===== src/dtp_cfg.svh =====
`ifndef DTP_CFG_SVH
`define DTP_CFG_SVH

// ----------------------------------------------------------------------
// Register byte offsets
// ----------------------------------------------------------------------
`define DTP_OFS_MODE_CH0 6'h00
`define DTP_OFS_MODE_CH1 6'h04
`define DTP_OFS_DUTY_CH0 6'h08
`define DTP_OFS_CYCLE_CH0 6'h0c
`define DTP_OFS_DUTY_CH1 6'h10
`define DTP_OFS_HIGH_CH1 6'h14
`define DTP_OFS_PAIR_CTRL 6'h18
`define DTP_OFS_STATUS 6'h1c

// ----------------------------------------------------------------------
// Field values and positions
// ----------------------------------------------------------------------
`define DTP_MODE_PPG 2'h2
`define DTP_STAT_OUT0_BIT 16
`define DTP_STAT_OUT1_BIT 17

// ----------------------------------------------------------------------
// Reset values
// ----------------------------------------------------------------------
`define DTP_RST_MODE 8'h00
`define DTP_RST_PAIR 4'h0
`define DTP_RST_CMP 8'h00
`define DTP_RST_CMP16 16'h0000

// ----------------------------------------------------------------------
// Timing counts (prescaler taps in source clock selections)
// ----------------------------------------------------------------------
`define DTP_PRESCALE_BITS 11

`endif


===== src/dtp_pkg.sv =====
package dtp_pkg;

  // --------------------------------------------------------------------
  // Channel mode register layout
  // --------------------------------------------------------------------
  typedef struct packed {
    logic initial_level_select; // Idle level of the pulse output
    logic dbuf_enable;          // Double buffer for compare values
    logic [2:0] clock_sel;      // Source clock tap
    logic ext_input_sel;        // External count input, must be 0
    logic [1:0] mode_field;     // Operating mode
  } dtp_mode_type;

  // --------------------------------------------------------------------
  // Pair control register layout
  // --------------------------------------------------------------------
  typedef struct packed {
    logic and_output_select; // Pin shows AND of both outputs
    logic cascade_select;    // Join channels into 16-bit timer
    logic run_bit_ch1;       // Channel 1 run
    logic run_bit_ch0;       // Channel 0 run
  } dtp_pair_type;

endpackage


===== src/dtp_timer.sv =====
`timescale 1ns/1ps
`default_nettype none
`include "dtp_cfg.svh"

module dtp_timer #(
  parameter int PRESCALE_WIDTH = `DTP_PRESCALE_BITS
) (
  input wire logic sys_clk,
  input wire logic sys_rst,
  input wire logic [5:0] avs_address,
  input wire logic avs_read,
  input wire logic avs_write,
  input wire logic [31:0] avs_writedata,
  input wire logic [3:0] avs_byteenable,
  output logic [31:0] avs_readdata,
  output logic avs_waitrequest,
  output logic pulse_output_pin,
  output logic pulse_output_ch1,
  output logic irq_channel0,
  output logic irq_channel1
);

  // --------------------------------------------------------------------
  // Elaboration check
  // --------------------------------------------------------------------
  if (PRESCALE_WIDTH < `DTP_PRESCALE_BITS) begin : g_bad_prescale
    $error("Prescaler too narrow for the slowest source clock");
  end

  // --------------------------------------------------------------------
  // Storage
  // --------------------------------------------------------------------
  dtp_pkg::dtp_mode_type mode_reg [2]; // Per-channel mode registers
  dtp_pkg::dtp_pair_type pair_control_reg; // Shared run and pair bits
  logic [7:0] duty_buf [2];   // Last written duty values
  logic [7:0] duty_act [2];   // Duty values used for matching
  logic [7:0] cycle_buf [2];  // Last written cycle values
  logic [7:0] cycle_act [2];  // Cycle values used for matching
  logic [15:0] compare16_value; // Active 16-bit compare
  logic [7:0] cnt [2];        // Up counters, joined in cascade
  logic duty_done [2];        // Duty match already seen at this count
  logic cycle_done [2];       // Cycle match already seen at this count
  logic done16;               // 16-bit match seen at this count
  logic ppg_level [2];        // Toggled state, 0 means idle level
  logic [PRESCALE_WIDTH-1:0] prescale; // Free running divider

  // --------------------------------------------------------------------
  // Derived controls
  // --------------------------------------------------------------------
  logic do_write;       // Write takes effect this edge
  logic [7:0] wdata;    // Low byte of write data
  logic ppg_on [2];     // Channel runs as pulse generator
  logic cas_on;         // Cascade interval timer runs
  logic tick [2];       // Source clock enable per channel
  logic duty_hit [2];   // Duty match event
  logic cycle_hit [2];  // Cycle match event
  logic hit16;          // Cascade match event
  logic [7:0] next_cnt [2]; // Counter values for next edge
  logic wr_duty [2];    // Duty write strobes
  logic wr_cycle [2];   // Cycle write strobes
  logic [15:0] cnt16;   // Joined counter
  logic [15:0] next_cnt16; // Joined counter plus one

  // Source clock enable from the selected prescaler tap
  function automatic logic tap_tick(input logic [2:0] sel,
                                    input logic [PRESCALE_WIDTH-1:0] pre);
    logic r;
    r = 1'b0;
    case (sel)
      3'h0: r = &pre[10:0];
      3'h1: r = &pre[9:0];
      3'h2: r = &pre[7:0];
      3'h3: r = &pre[5:0];
      3'h4: r = &pre[3:0];
      3'h5: r = &pre[1:0];
      3'h6: r = pre[0];
      default: r = 1'b1;
    endcase
    return r;
  endfunction

  // --------------------------------------------------------------------
  // Bus handshake
  // --------------------------------------------------------------------
  // Answer one cycle after the request, then release for one cycle
  always_ff @(posedge sys_clk) begin
    if (sys_rst) begin
      avs_waitrequest <= 1'b1;
    end else if ((avs_read || avs_write) && avs_waitrequest) begin
      avs_waitrequest <= 1'b0;
    end else begin
      avs_waitrequest <= 1'b1;
    end
  end

  assign do_write = avs_write && !avs_waitrequest && avs_byteenable[0];
  assign wdata = avs_writedata[7:0];

  // Write strobes for compare registers
  always_comb begin
    wr_duty[0] = do_write && (avs_address == `DTP_OFS_DUTY_CH0);
    wr_duty[1] = do_write && (avs_address == `DTP_OFS_DUTY_CH1);
    wr_cycle[0] = do_write && (avs_address == `DTP_OFS_CYCLE_CH0);
    wr_cycle[1] = do_write && (avs_address == `DTP_OFS_HIGH_CH1);
  end

  // Read data, loaded at the edge that drops waitrequest
  always_ff @(posedge sys_clk) begin
    if (sys_rst) begin
      avs_readdata <= 32'h0;
    end else if (avs_read && avs_waitrequest) begin
      avs_readdata <= 32'h0;
      if (avs_address == `DTP_OFS_MODE_CH0) begin
        avs_readdata[7:0] <= mode_reg[0];
      end else if (avs_address == `DTP_OFS_MODE_CH1) begin
        avs_readdata[7:0] <= mode_reg[1];
      end else if (avs_address == `DTP_OFS_DUTY_CH0) begin
        avs_readdata[7:0] <= duty_buf[0];
      end else if (avs_address == `DTP_OFS_CYCLE_CH0) begin
        avs_readdata[7:0] <= cycle_buf[0];
      end else if (avs_address == `DTP_OFS_DUTY_CH1) begin
        avs_readdata[7:0] <= duty_buf[1];
      end else if (avs_address == `DTP_OFS_HIGH_CH1) begin
        avs_readdata[7:0] <= cycle_buf[1];
      end else if (avs_address == `DTP_OFS_PAIR_CTRL) begin
        avs_readdata[3:0] <= pair_control_reg;
      end else if (avs_address == `DTP_OFS_STATUS) begin
        avs_readdata[15:0] <= cnt16;
        avs_readdata[`DTP_STAT_OUT0_BIT] <= ppg_level[0];
        avs_readdata[`DTP_STAT_OUT1_BIT] <= ppg_level[1];
      end else begin
        avs_readdata <= 32'h0;
      end
    end
  end

  // --------------------------------------------------------------------
  // Control registers
  // --------------------------------------------------------------------
  // Mode registers lock while their channel runs
  always_ff @(posedge sys_clk) begin
    if (sys_rst) begin
      mode_reg[0] <= `DTP_RST_MODE;
      mode_reg[1] <= `DTP_RST_MODE;
    end else begin
      if (do_write && avs_address == `DTP_OFS_MODE_CH0 &&
          !pair_control_reg.run_bit_ch0) begin
        mode_reg[0] <= wdata;
      end
      if (do_write && avs_address == `DTP_OFS_MODE_CH1 &&
          !pair_control_reg.run_bit_ch1) begin
        mode_reg[1] <= wdata;
      end
    end
  end

  // Pair control is always writable
  always_ff @(posedge sys_clk) begin
    if (sys_rst) begin
      pair_control_reg <= `DTP_RST_PAIR;
    end else if (do_write && avs_address == `DTP_OFS_PAIR_CTRL) begin
      pair_control_reg <= wdata[3:0];
    end
  end

  // Free running prescaler for source clock taps
  always_ff @(posedge sys_clk) begin
    if (sys_rst) begin
      prescale <= '0;
    end else begin
      prescale <= prescale + 1'b1;
    end
  end

  // --------------------------------------------------------------------
  // Match detection
  // --------------------------------------------------------------------
  assign cnt16 = {cnt[1], cnt[0]};
  assign next_cnt16 = cnt16 + 16'h0001;

  always_comb begin
    // Cascade uses only channel 1 settings
    cas_on = pair_control_reg.cascade_select &&
             !mode_reg[1].mode_field[1] && !mode_reg[1].ext_input_sel &&
             pair_control_reg.run_bit_ch1;
    ppg_on[0] = !pair_control_reg.cascade_select &&
                mode_reg[0].mode_field == `DTP_MODE_PPG &&
                !mode_reg[0].ext_input_sel &&
                pair_control_reg.run_bit_ch0;
    ppg_on[1] = !pair_control_reg.cascade_select &&
                mode_reg[1].mode_field == `DTP_MODE_PPG &&
                !mode_reg[1].ext_input_sel &&
                pair_control_reg.run_bit_ch1;
    hit16 = cas_on && cnt16 == compare16_value && !done16;
    for (int c = 0; c < 2; c++) begin
      tick[c] = tap_tick(mode_reg[c].clock_sel, prescale);
      // Level compare, so an equal write matches next edge
      duty_hit[c] = ppg_on[c] && cnt[c] == duty_act[c] &&
                    !duty_done[c];
      cycle_hit[c] = ppg_on[c] && cnt[c] == cycle_act[c] &&
                     !cycle_done[c];
      // Counter next value
      if (cas_on) begin
        if (hit16) begin
          next_cnt[c] = 8'h00;
        end else if (tick[1]) begin
          next_cnt[c] = c == 0 ? next_cnt16[7:0] : next_cnt16[15:8];
        end else begin
          next_cnt[c] = cnt[c];
        end
      end else if (!ppg_on[c]) begin
        next_cnt[c] = 8'h00;
      end else if (cycle_hit[c]) begin
        next_cnt[c] = 8'h00;
      end else if (tick[c]) begin
        next_cnt[c] = cnt[c] + 8'h01;
      end else begin
        next_cnt[c] = cnt[c];
      end
    end
  end

  // Counters and per-count match memory
  always_ff @(posedge sys_clk) begin
    if (sys_rst) begin
      for (int c = 0; c < 2; c++) begin
        cnt[c] <= 8'h00;
        duty_done[c] <= 1'b0;
        cycle_done[c] <= 1'b0;
      end
      done16 <= 1'b0;
    end else begin
      for (int c = 0; c < 2; c++) begin
        cnt[c] <= next_cnt[c];
        if (next_cnt[c] != cnt[c] || wr_duty[c]) begin
          duty_done[c] <= 1'b0;
        end else if (duty_hit[c]) begin
          duty_done[c] <= 1'b1;
        end
        if (next_cnt[c] != cnt[c] || wr_cycle[c]) begin
          cycle_done[c] <= 1'b0;
        end else if (cycle_hit[c]) begin
          cycle_done[c] <= 1'b1;
        end
      end
      if ({next_cnt[1], next_cnt[0]} != cnt16 || wr_cycle[1]) begin
        done16 <= 1'b0;
      end else if (hit16) begin
        done16 <= 1'b1;
      end
    end
  end

  // --------------------------------------------------------------------
  // Compare registers
  // --------------------------------------------------------------------
  // Buffer always holds last write; active follows buffer rules
  always_ff @(posedge sys_clk) begin
    if (sys_rst) begin
      for (int c = 0; c < 2; c++) begin
        duty_buf[c] <= `DTP_RST_CMP;
        duty_act[c] <= `DTP_RST_CMP;
        cycle_buf[c] <= `DTP_RST_CMP;
        cycle_act[c] <= `DTP_RST_CMP;
      end
    end else begin
      for (int c = 0; c < 2; c++) begin
        if (wr_duty[c]) begin
          duty_buf[c] <= wdata;
        end
        if (wr_cycle[c]) begin
          cycle_buf[c] <= wdata;
        end
        if (mode_reg[c].dbuf_enable && ppg_on[c]) begin
          // Buffered while running: load on interrupt
          if (cycle_hit[c]) begin
            duty_act[c] <= duty_buf[c];
            cycle_act[c] <= cycle_buf[c];
          end
        end else if (!pair_control_reg.cascade_select) begin
          if (wr_duty[c]) begin
            duty_act[c] <= wdata;
          end
          if (wr_cycle[c]) begin
            cycle_act[c] <= wdata;
          end
        end
      end
    end
  end

  // 16-bit compare commits on the high byte write, or on the 16-bit match when buffered and running
  always_ff @(posedge sys_clk) begin
    if (sys_rst) begin
      compare16_value <= `DTP_RST_CMP16;
    end else if (mode_reg[1].dbuf_enable && cas_on) begin
      if (hit16) begin
        compare16_value <= {cycle_buf[1], cycle_buf[0]};
      end
    end else if (wr_cycle[1]) begin
      compare16_value <= {wdata, cycle_buf[0]};
    end
  end

  // --------------------------------------------------------------------
  // Pulse outputs and interrupts
  // --------------------------------------------------------------------
  // Toggle state: duty match leaves idle, cycle match returns
  always_ff @(posedge sys_clk) begin
    if (sys_rst) begin
      ppg_level[0] <= 1'b0;
      ppg_level[1] <= 1'b0;
    end else begin
      for (int c = 0; c < 2; c++) begin
        if (!ppg_on[c]) begin
          ppg_level[c] <= 1'b0;
        end else if (cycle_hit[c]) begin
          ppg_level[c] <= 1'b0;
        end else if (duty_hit[c]) begin
          ppg_level[c] <= 1'b1;
        end
      end
    end
  end

  // Pin levels are idle level xor toggle state, optionally ANDed
  always_ff @(posedge sys_clk) begin
    logic out0;
    logic out1;
    out0 = 1'b0;
    out1 = 1'b0;
    if (sys_rst) begin
      pulse_output_pin <= 1'b0;
      pulse_output_ch1 <= 1'b0;
    end else begin
      out0 = mode_reg[0].initial_level_select ^ ppg_level[0];
      out1 = mode_reg[1].initial_level_select ^ ppg_level[1];
      if (pair_control_reg.and_output_select) begin
        pulse_output_pin <= out0 & out1;
      end else begin
        pulse_output_pin <= out0;
      end
      pulse_output_ch1 <= out1;
    end
  end

  // One-cycle interrupt requests
  always_ff @(posedge sys_clk) begin
    if (sys_rst) begin
      irq_channel0 <= 1'b0;
      irq_channel1 <= 1'b0;
    end else begin
      irq_channel0 <= cycle_hit[0];
      irq_channel1 <= cycle_hit[1] || hit16;
    end
  end

endmodule
`default_nettype wire


===== config.mk =====
export PLATFORM = sky130hd
export DESIGN_NAME = dtp_timer
export DESIGN_NICKNAME = d
export VERILOG_FILES = /design/src/dtp_pkg.sv /design/src/dtp_timer.sv
export VERILOG_INCLUDE_DIRS = /design/src
export SDC_FILE = /design/constraint.sdc
export NUM_CORES = 1
export LEC_CHECK = 0
export ABC_AREA = 1
export BUFFER_PORTS_ARGS = -buffer_cell sky130_fd_sc_hd__buf_2
export CAP_MARGIN = 5
export CORE_MARGIN = 2
export CORE_UTILIZATION = 52
export DETAILED_ROUTE_END_ITERATION = 10
export PLACE_DENSITY_LB_ADDON = 0.2
export SYNTH_ARGS = -nofsm -noshare
export SYNTH_HDL_FRONTEND = slang
export SYNTH_SLANG_ARGS = --single-unit

===== constraint.sdc =====
create_clock -name sys_clk -period 2.11 [get_ports sys_clk]
set_clock_uncertainty 0.1 [all_clocks]
set_input_delay 0 -clock sys_clk [delete_from_list [all_inputs] [get_ports sys_clk]]
set_output_delay 0 -clock sys_clk [all_outputs]
set_load 0.05 [all_outputs]

==> flow_summary.toml, run 1 <==
[pwr]
netSwitchingPower_mw = 1.814
ir_drop_v = 0.0006079
p_leak_nw = 5.844
p_seq_share_pct = 49.1
combPwrFrac_pct = 7.0
p_per_area_mw_per_mm2 = 539.5
power_frac_clock_pct = 43.9
p_int_mw = 4.970
p_sw_share_pct = 26.74
power.total_mw = 6.784

[cts]
cts_tree = "built"
clk_path_buf_depth = 2
cts-root-buf = "clkbuf_16"
numCtsBuffers = 17
clk_pin_slew_ns = 0.07
htree_levels = 4
cts.sinks = 157
worstSkewPairLatency_ns = 0.45

[finish]
areaGrowthSynthToFinish_pct = 34.13
largest_register = "avs_readdata"
fillers = 1413
drive_gt1_share_pct = 30.75
register_area_mm2 = 0.004004
antenna_cells = 0
largest_reg_flops = 18
multi_input_area_mm2 = 0.005046
nNetsFinal = 1561

[setup_path]
arrival_ns = 2.50
cp-end-kind = "flip-flop"
crit_path_start_kind = "flip-flop"
path_max_fanout = 5
path_class = "flip-flop to flip-flop"
required_ns = 2.20

[logic_synthesis]
yosysTopAreaCell = "edfxtp_1"
synth_cell_types = 50
async_flop_share_pct = 0
synth_seq_cells = 157
yosysSeqAreaShare_pct = 42.49
ys_warn_count = 0
synthCells = 1271
synth_top_area_share_pct = 26.91
synth_area_per_cell_um2 = 7.376
syn_area_mm2 = 0.009375
synth-edff-count = 84
synthFlopType = "edfxtp_1"
synthTopCellsByArea = "edfxtp_1, dfxtp_1, nand2_1"

[sta]
setup_ws_ns = -0.3033
slew_headroom_pct = 64.10
fin_crit_ns = 2.413
fin_hold_ws_ns = 0.05923
worstMarginPinSlew_ns = 0.5352
rsz0062_at_grt = "yes"
finalSetupViolations = 61
max_freq_ghz = 0.4144
post-route-period-util_pct = 114.4
hold_viol_final = 0
drv_slew = 0

[status]
failed_checks = "setup timing"
status = "complete, but fails checks"

[grt]
track_usage_pct = 32.54
grt_pass1_vias = 9343
grt_first_pass_wirelength_mm = 48.75
antenna_found_initial = 0
grt_max_degree = 32
grt-ovfl-total = 0

[detailed_routing]
drt-initial-drc-count = 1030
ant_nets = 0
remaining_drc_errors = 0
wl_mm = 31.38
vias = 9893
wl_per_cell_um = 17.89
viasPerCell = 5.640
first_pass_iters = 8

[floorplan]
core_area_mm2 = 0.01784
rows = 49
start_util_pct = 52.55
die_w_um = 138.3
ios = 83
dieHeight_um = 138.3
dieArea_mm2 = 0.01912

[worst_hold_path]
hp-class = "primary input to flip-flop"

[placement]
hpwl_mm = 22.61
gp_congestion = 0.9690
io_buffers = 41

[flow_run]
max-cap-violations = 0
-- routing by layer --
| layer | up-vias | track usage, % | wire [um] | part of all wire (%) |
|---|---|---|---|---|
| met2 | 541 | 52.94 | 14590 | 46 |
| met4 | 0 | 16.38 | 1518 | 4.8 |
| met5 | - | 0 | 0 | 0 |
| met1 | 4546 | 41.75 | 12550 | 40 |
| met3 | 119 | 6.096 | 2724 | 8.7 |
| li1 | 4687 | - | - | - |
-- cell usage in the layout, fill, tap and decap left out, drive strengths merged, types with 6 or more instances in the layout --
cell	count
a211oi	7
a21oi	62
buf	250
clkbuf	19
clkinv	8
conb	14
dfxtp	73
dlygate4sd3	11
edfxtp	84
inv	160
nand2	364
nand3	118
nand4	51
nor2	141
nor3	17
o21ai	73
o221ai	6
or2	6
xor2	19
-- through the flow --
step	cell area, um^2	setup TNS [ns]	cells	utilization, %	setup WS (ns)
2_1_floorplan	9448	-0.07657	1284	-	-0.04175
3_3_place_gp	11050	-8.382	1679	61.93	-0.3085
3_5_place_dp	11050	-11.09	1679	61.93	-0.3539
4_1_cts	12360	-4.109	1752	69.30	-0.2481
5_1_grt	12570	-13.89	1754	70.48	-0.4575
6_report	12570	-4.615	1754	70.48	-0.3033
-- final cells by class --
cell class	instances	area share [%]
multi-input combinational	919	40.13
sequential	157	31.84
timing repair buffer	261	16.48
inverter	156	4.836
clock buffer	19	3.443
tap	229	2.279
clock inverter	13	0.9950
-- power groups by stage --
stage | combinational, mW | sequential (mW) | clock [mW]
finish | 0.478 | 3.33 | 2.97
global route | 0.510 | 3.34 | 3.10
detailed placement | 0.414 | 3.39 | 0
floorplan | 0.274 | 3.39 | 0
CTS | 0.459 | 3.33 | 2.97
global placement | 0.410 | 3.39 | 0
-- worst paths after layout --
check                           cells after the start               end              from  slack, ns
worst max register to register                     15     cycle_done[0]       prescale[0]      -0.30
worst max-delay path                               15     cycle_done[0]       prescale[0]      -0.30
worst min register to register                      2  avs_readdata[17]  avs_readdata[17]       0.36
worst min-delay path                                7   avs_readdata[2]    avs_address[3]       0.06
-- kinds of logic after synthesis --
logic type               share of synthesized area [%]
AO/OA/AOI/OAI                                    10.42
XOR/XNOR                                         2.242
adder cells (fa/ha/maj)                         0.4004
buffers and inverters                            9.943
flip-flops                                       42.49
other                                          0.04000
AND/OR/NAND/NOR                                  34.46
-- worst max-delay path, stage by stage (launching register included) --
cell and delay (ns):
dfxtp_2 0.35, ha_4 0.18, nand2_4 0.06, nor2_4 0.20, nand2_4 0.11, nor2_8 0.13
nand2_4 0.09, buf_4 0.14, nand3_2 0.11, nand2_1 0.09, nand3_2 0.10, nand3_1 0.08
nand2_1 0.09, nand2_2 0.07, nor2_4 0.15, nand4_1 0.10
-- cell usage after synthesis (8+ instances only) --
master / count
a21oi_1: 61
buf_2: 9
buf_4: 19
clkbuf_1: 15
dfxtp_1: 73
edfxtp_1: 84
inv_1: 131
inv_2: 21
nand2_1: 350
nand2_2: 8
nand3_1: 106
nand3_2: 8
nand4_1: 51
nor2_1: 125
nor2_4: 10
nor3_1: 15
o21ai_0: 70
xor2_1: 19
-- timing repair --
action | CTS | global route
hold buffers | 11 | 0
pin swaps | 39 | 33
setup endpoints to repair | 91 | 98
buffers inserted | 28 | 6
gates resized for setup | 147 | 61
gates cloned | 4 | 0
endpoints found under the hold margin | 22 | 0
Note: power is estimated with default switching activity, not from simulation.
==> run 2: changes to the inputs <==
--- a/config.mk
+++ b/config.mk
@@ -10,7 +10,7 @@
 export BUFFER_PORTS_ARGS = -buffer_cell sky130_fd_sc_hd__buf_2
 export CAP_MARGIN = 5
 export CORE_MARGIN = 2
-export CORE_UTILIZATION = 52
+export CORE_UTILIZATION = 55
 export DETAILED_ROUTE_END_ITERATION = 10
 export PLACE_DENSITY_LB_ADDON = 0.2
 export SYNTH_ARGS = -nofsm -noshare
==> run 2 against run 1 <==
  * The flow still finishes with violations (setup timing)
  * Clock power rose by 6%
  * Cell count fell by 0.46%
  * Non-clock buffer count fell by 1
  * Highest routed layer unchanged
==> flow_summary.toml, run 2 (synthesized netlist as in run 1, its figures left out) <==
[pwr]
p_leak_nw = 5.987
ir_drop_v = 0.0005997
p_per_area_mw_per_mm2 = 543.1

[grt]
grt-ovfl-total = 0
track_usage_pct = 35.15
grt_first_pass_wirelength_mm = 48.58
antenna_found_initial = 0
grt_max_degree = 33
grt_pass1_vias = 9222

[setup_path]
crit_path_start_kind = "flip-flop"
required_ns = 2.38
path_class = "flip-flop to flip-flop"
arrival_ns = 2.77
path_max_fanout = 8
cp-end-kind = "flip-flop"

[flow_run]
max-cap-violations = 0

[detailed_routing]
ant_nets = 0
vias = 10150
wl_met2_mm = 15.70
viasPerCell = 5.812
met1_length_mm = 12.80
dr.max_layer_used = "met4"
remaining_drc_errors = 0
wl_mm = 33.35
drt-initial-drc-count = 1361
met3_length_mm = 3.179
wl_per_cell_um = 19.10
first_pass_iters = 6

[cts]
clk_pin_slew_ns = 0.07
numCtsBuffers = 17
worstSkewPairLatency_ns = 0.44
clk_path_buf_depth = 2
htree_levels = 4
cts-root-buf = "clkbuf_16"
cts.sinks = 157
cts_tree = "built"

[floorplan]
rows = 47
core_area_mm2 = 0.01664
dieArea_mm2 = 0.01811
ios = 83
start_util_pct = 56.33
die_w_um = 134.6
dieHeight_um = 134.6

[sta]
fin_crit_ns = 2.496
finalSetupViolations = 90
drv_slew = 0
hold_viol_final = 0
fin_hold_ws_ns = 0.02113
max_freq_ghz = 0.4006
worstMarginPinSlew_ns = 0.5504
rsz0062_at_grt = "yes"
setup_ws_ns = -0.3862
slew_headroom_pct = 63.08
post-route-period-util_pct = 118.3

[finish]
antenna_cells = 0
fillers = 1149
nNetsFinal = 1562
final_cell_count_no_fill = 1746
areaGrowthSynthToFinish_pct = 37.14
final_cell_mix = "nand2_1, buf_4, inv_1"
largest_register = "avs_readdata"
largest_reg_flops = 18
final_common_cell = "nand2_1"
drive_gt1_share_pct = 32.96

[status]
status = "complete, but fails checks"
failed_checks = "setup timing"

[placement]
place_inst = 1667
pre_cts_ws_ns = -0.2639
io_buffers = 41
gp_congestion = 0.9749
hpwl_mm = 22.67

[worst_hold_path]
hp-class = "primary input to flip-flop"
[run 2: cell types whose count changed in the layout (fill, tap and decap cells not counted), sizes merged]
cell         delta
buf             +1
clkinvlp        -1
bufinv          +1
clkbuf          -1
nor2            +1
dlygate4sd3     -3
inv             +2
nand3           +1
[run 2: routing by layer]
layer / global-route usage, % / vias up
li1: - / 4708
met1: 46.05 / 4711
met2: 58.28 / 602
met3: 5.781 / 127
met4: 14.33 / 0
met5: 0 / -
[run 2: metrics by stage]
stage / area (um^2) / total power, mW / TNS [ns] / util, %
2_1_floorplan: 9448 / 3.660 / -0.07657 / -
3_3_place_gp: 11020 / 3.803 / -7.862 / 66.19
3_5_place_dp: 11020 / 3.811 / -11.55 / 66.19
4_1_cts: 12180 / 6.928 / -2.806 / 73.20
5_1_grt: 12860 / 7.136 / -21.15 / 77.26
6_report: 12860 / 6.983 / -12.20 / 77.26
[run 2: path summary, 6_finish.rpt]
check                                       from                  end  slack, ns  cells past startpoint
worst max-delay path                 prescale[0]               done16      -0.39                     15
worst min-delay path            avs_writedata[5]  compare16_value[13]       0.02                      5
worst max register to register       prescale[0]               done16      -0.39                     15
worst min register to register  avs_readdata[13]     avs_readdata[13]       0.36                      2
[run 2: repair_timing]
| item | 4_1_cts | 5_1_grt |
|---|---|---|
| hold endpoints to repair | 11 | 0 |
| hold buffers | 8 | 0 |
| cloned | 4 | 4 |
| endpoints found under the setup margin | 87 | 96 |
| pin swaps | 19 | 28 |
| buffers inserted | 13 | 25 |
| gates resized for setup | 112 | 141 |
[run 2: final cells by class]
type                       count  area, um^2  area share (%)
sequential                   157        4010           31.19
multi-input combinational    921        5239           40.75
inverter                     156       613.1           4.768
clock inverter                15       175.2           1.362
clock buffer                  17       425.4           3.309
timing repair buffer         260        2120           16.49
tap                          220       275.3           2.141
[run 2: worst max-delay path: stages, from the launching register on]
cell and delay (ns):
dfxtp_2 0.36, ha_4 0.18, nand2_4 0.06, nor2_4 0.16, nand2_4 0.10, o21ai_2 0.28, nor2_4 0.11, nand3_4 0.13
nand2_1 0.09, nand3_1 0.16, nand3_2 0.10, nand2_2 0.09, nand2_2 0.07, nor2_4 0.14, nand3_1 0.16, nor2_1 0.13
[run 2: where the power goes]
group / leakage, nW / internal, mW / switching [mW]
clock: 0.296 / 1.70 / 1.47
sequential: 1.47 / 3.27 / 0.0630
combinational: 4.22 / 0.140 / 0.348
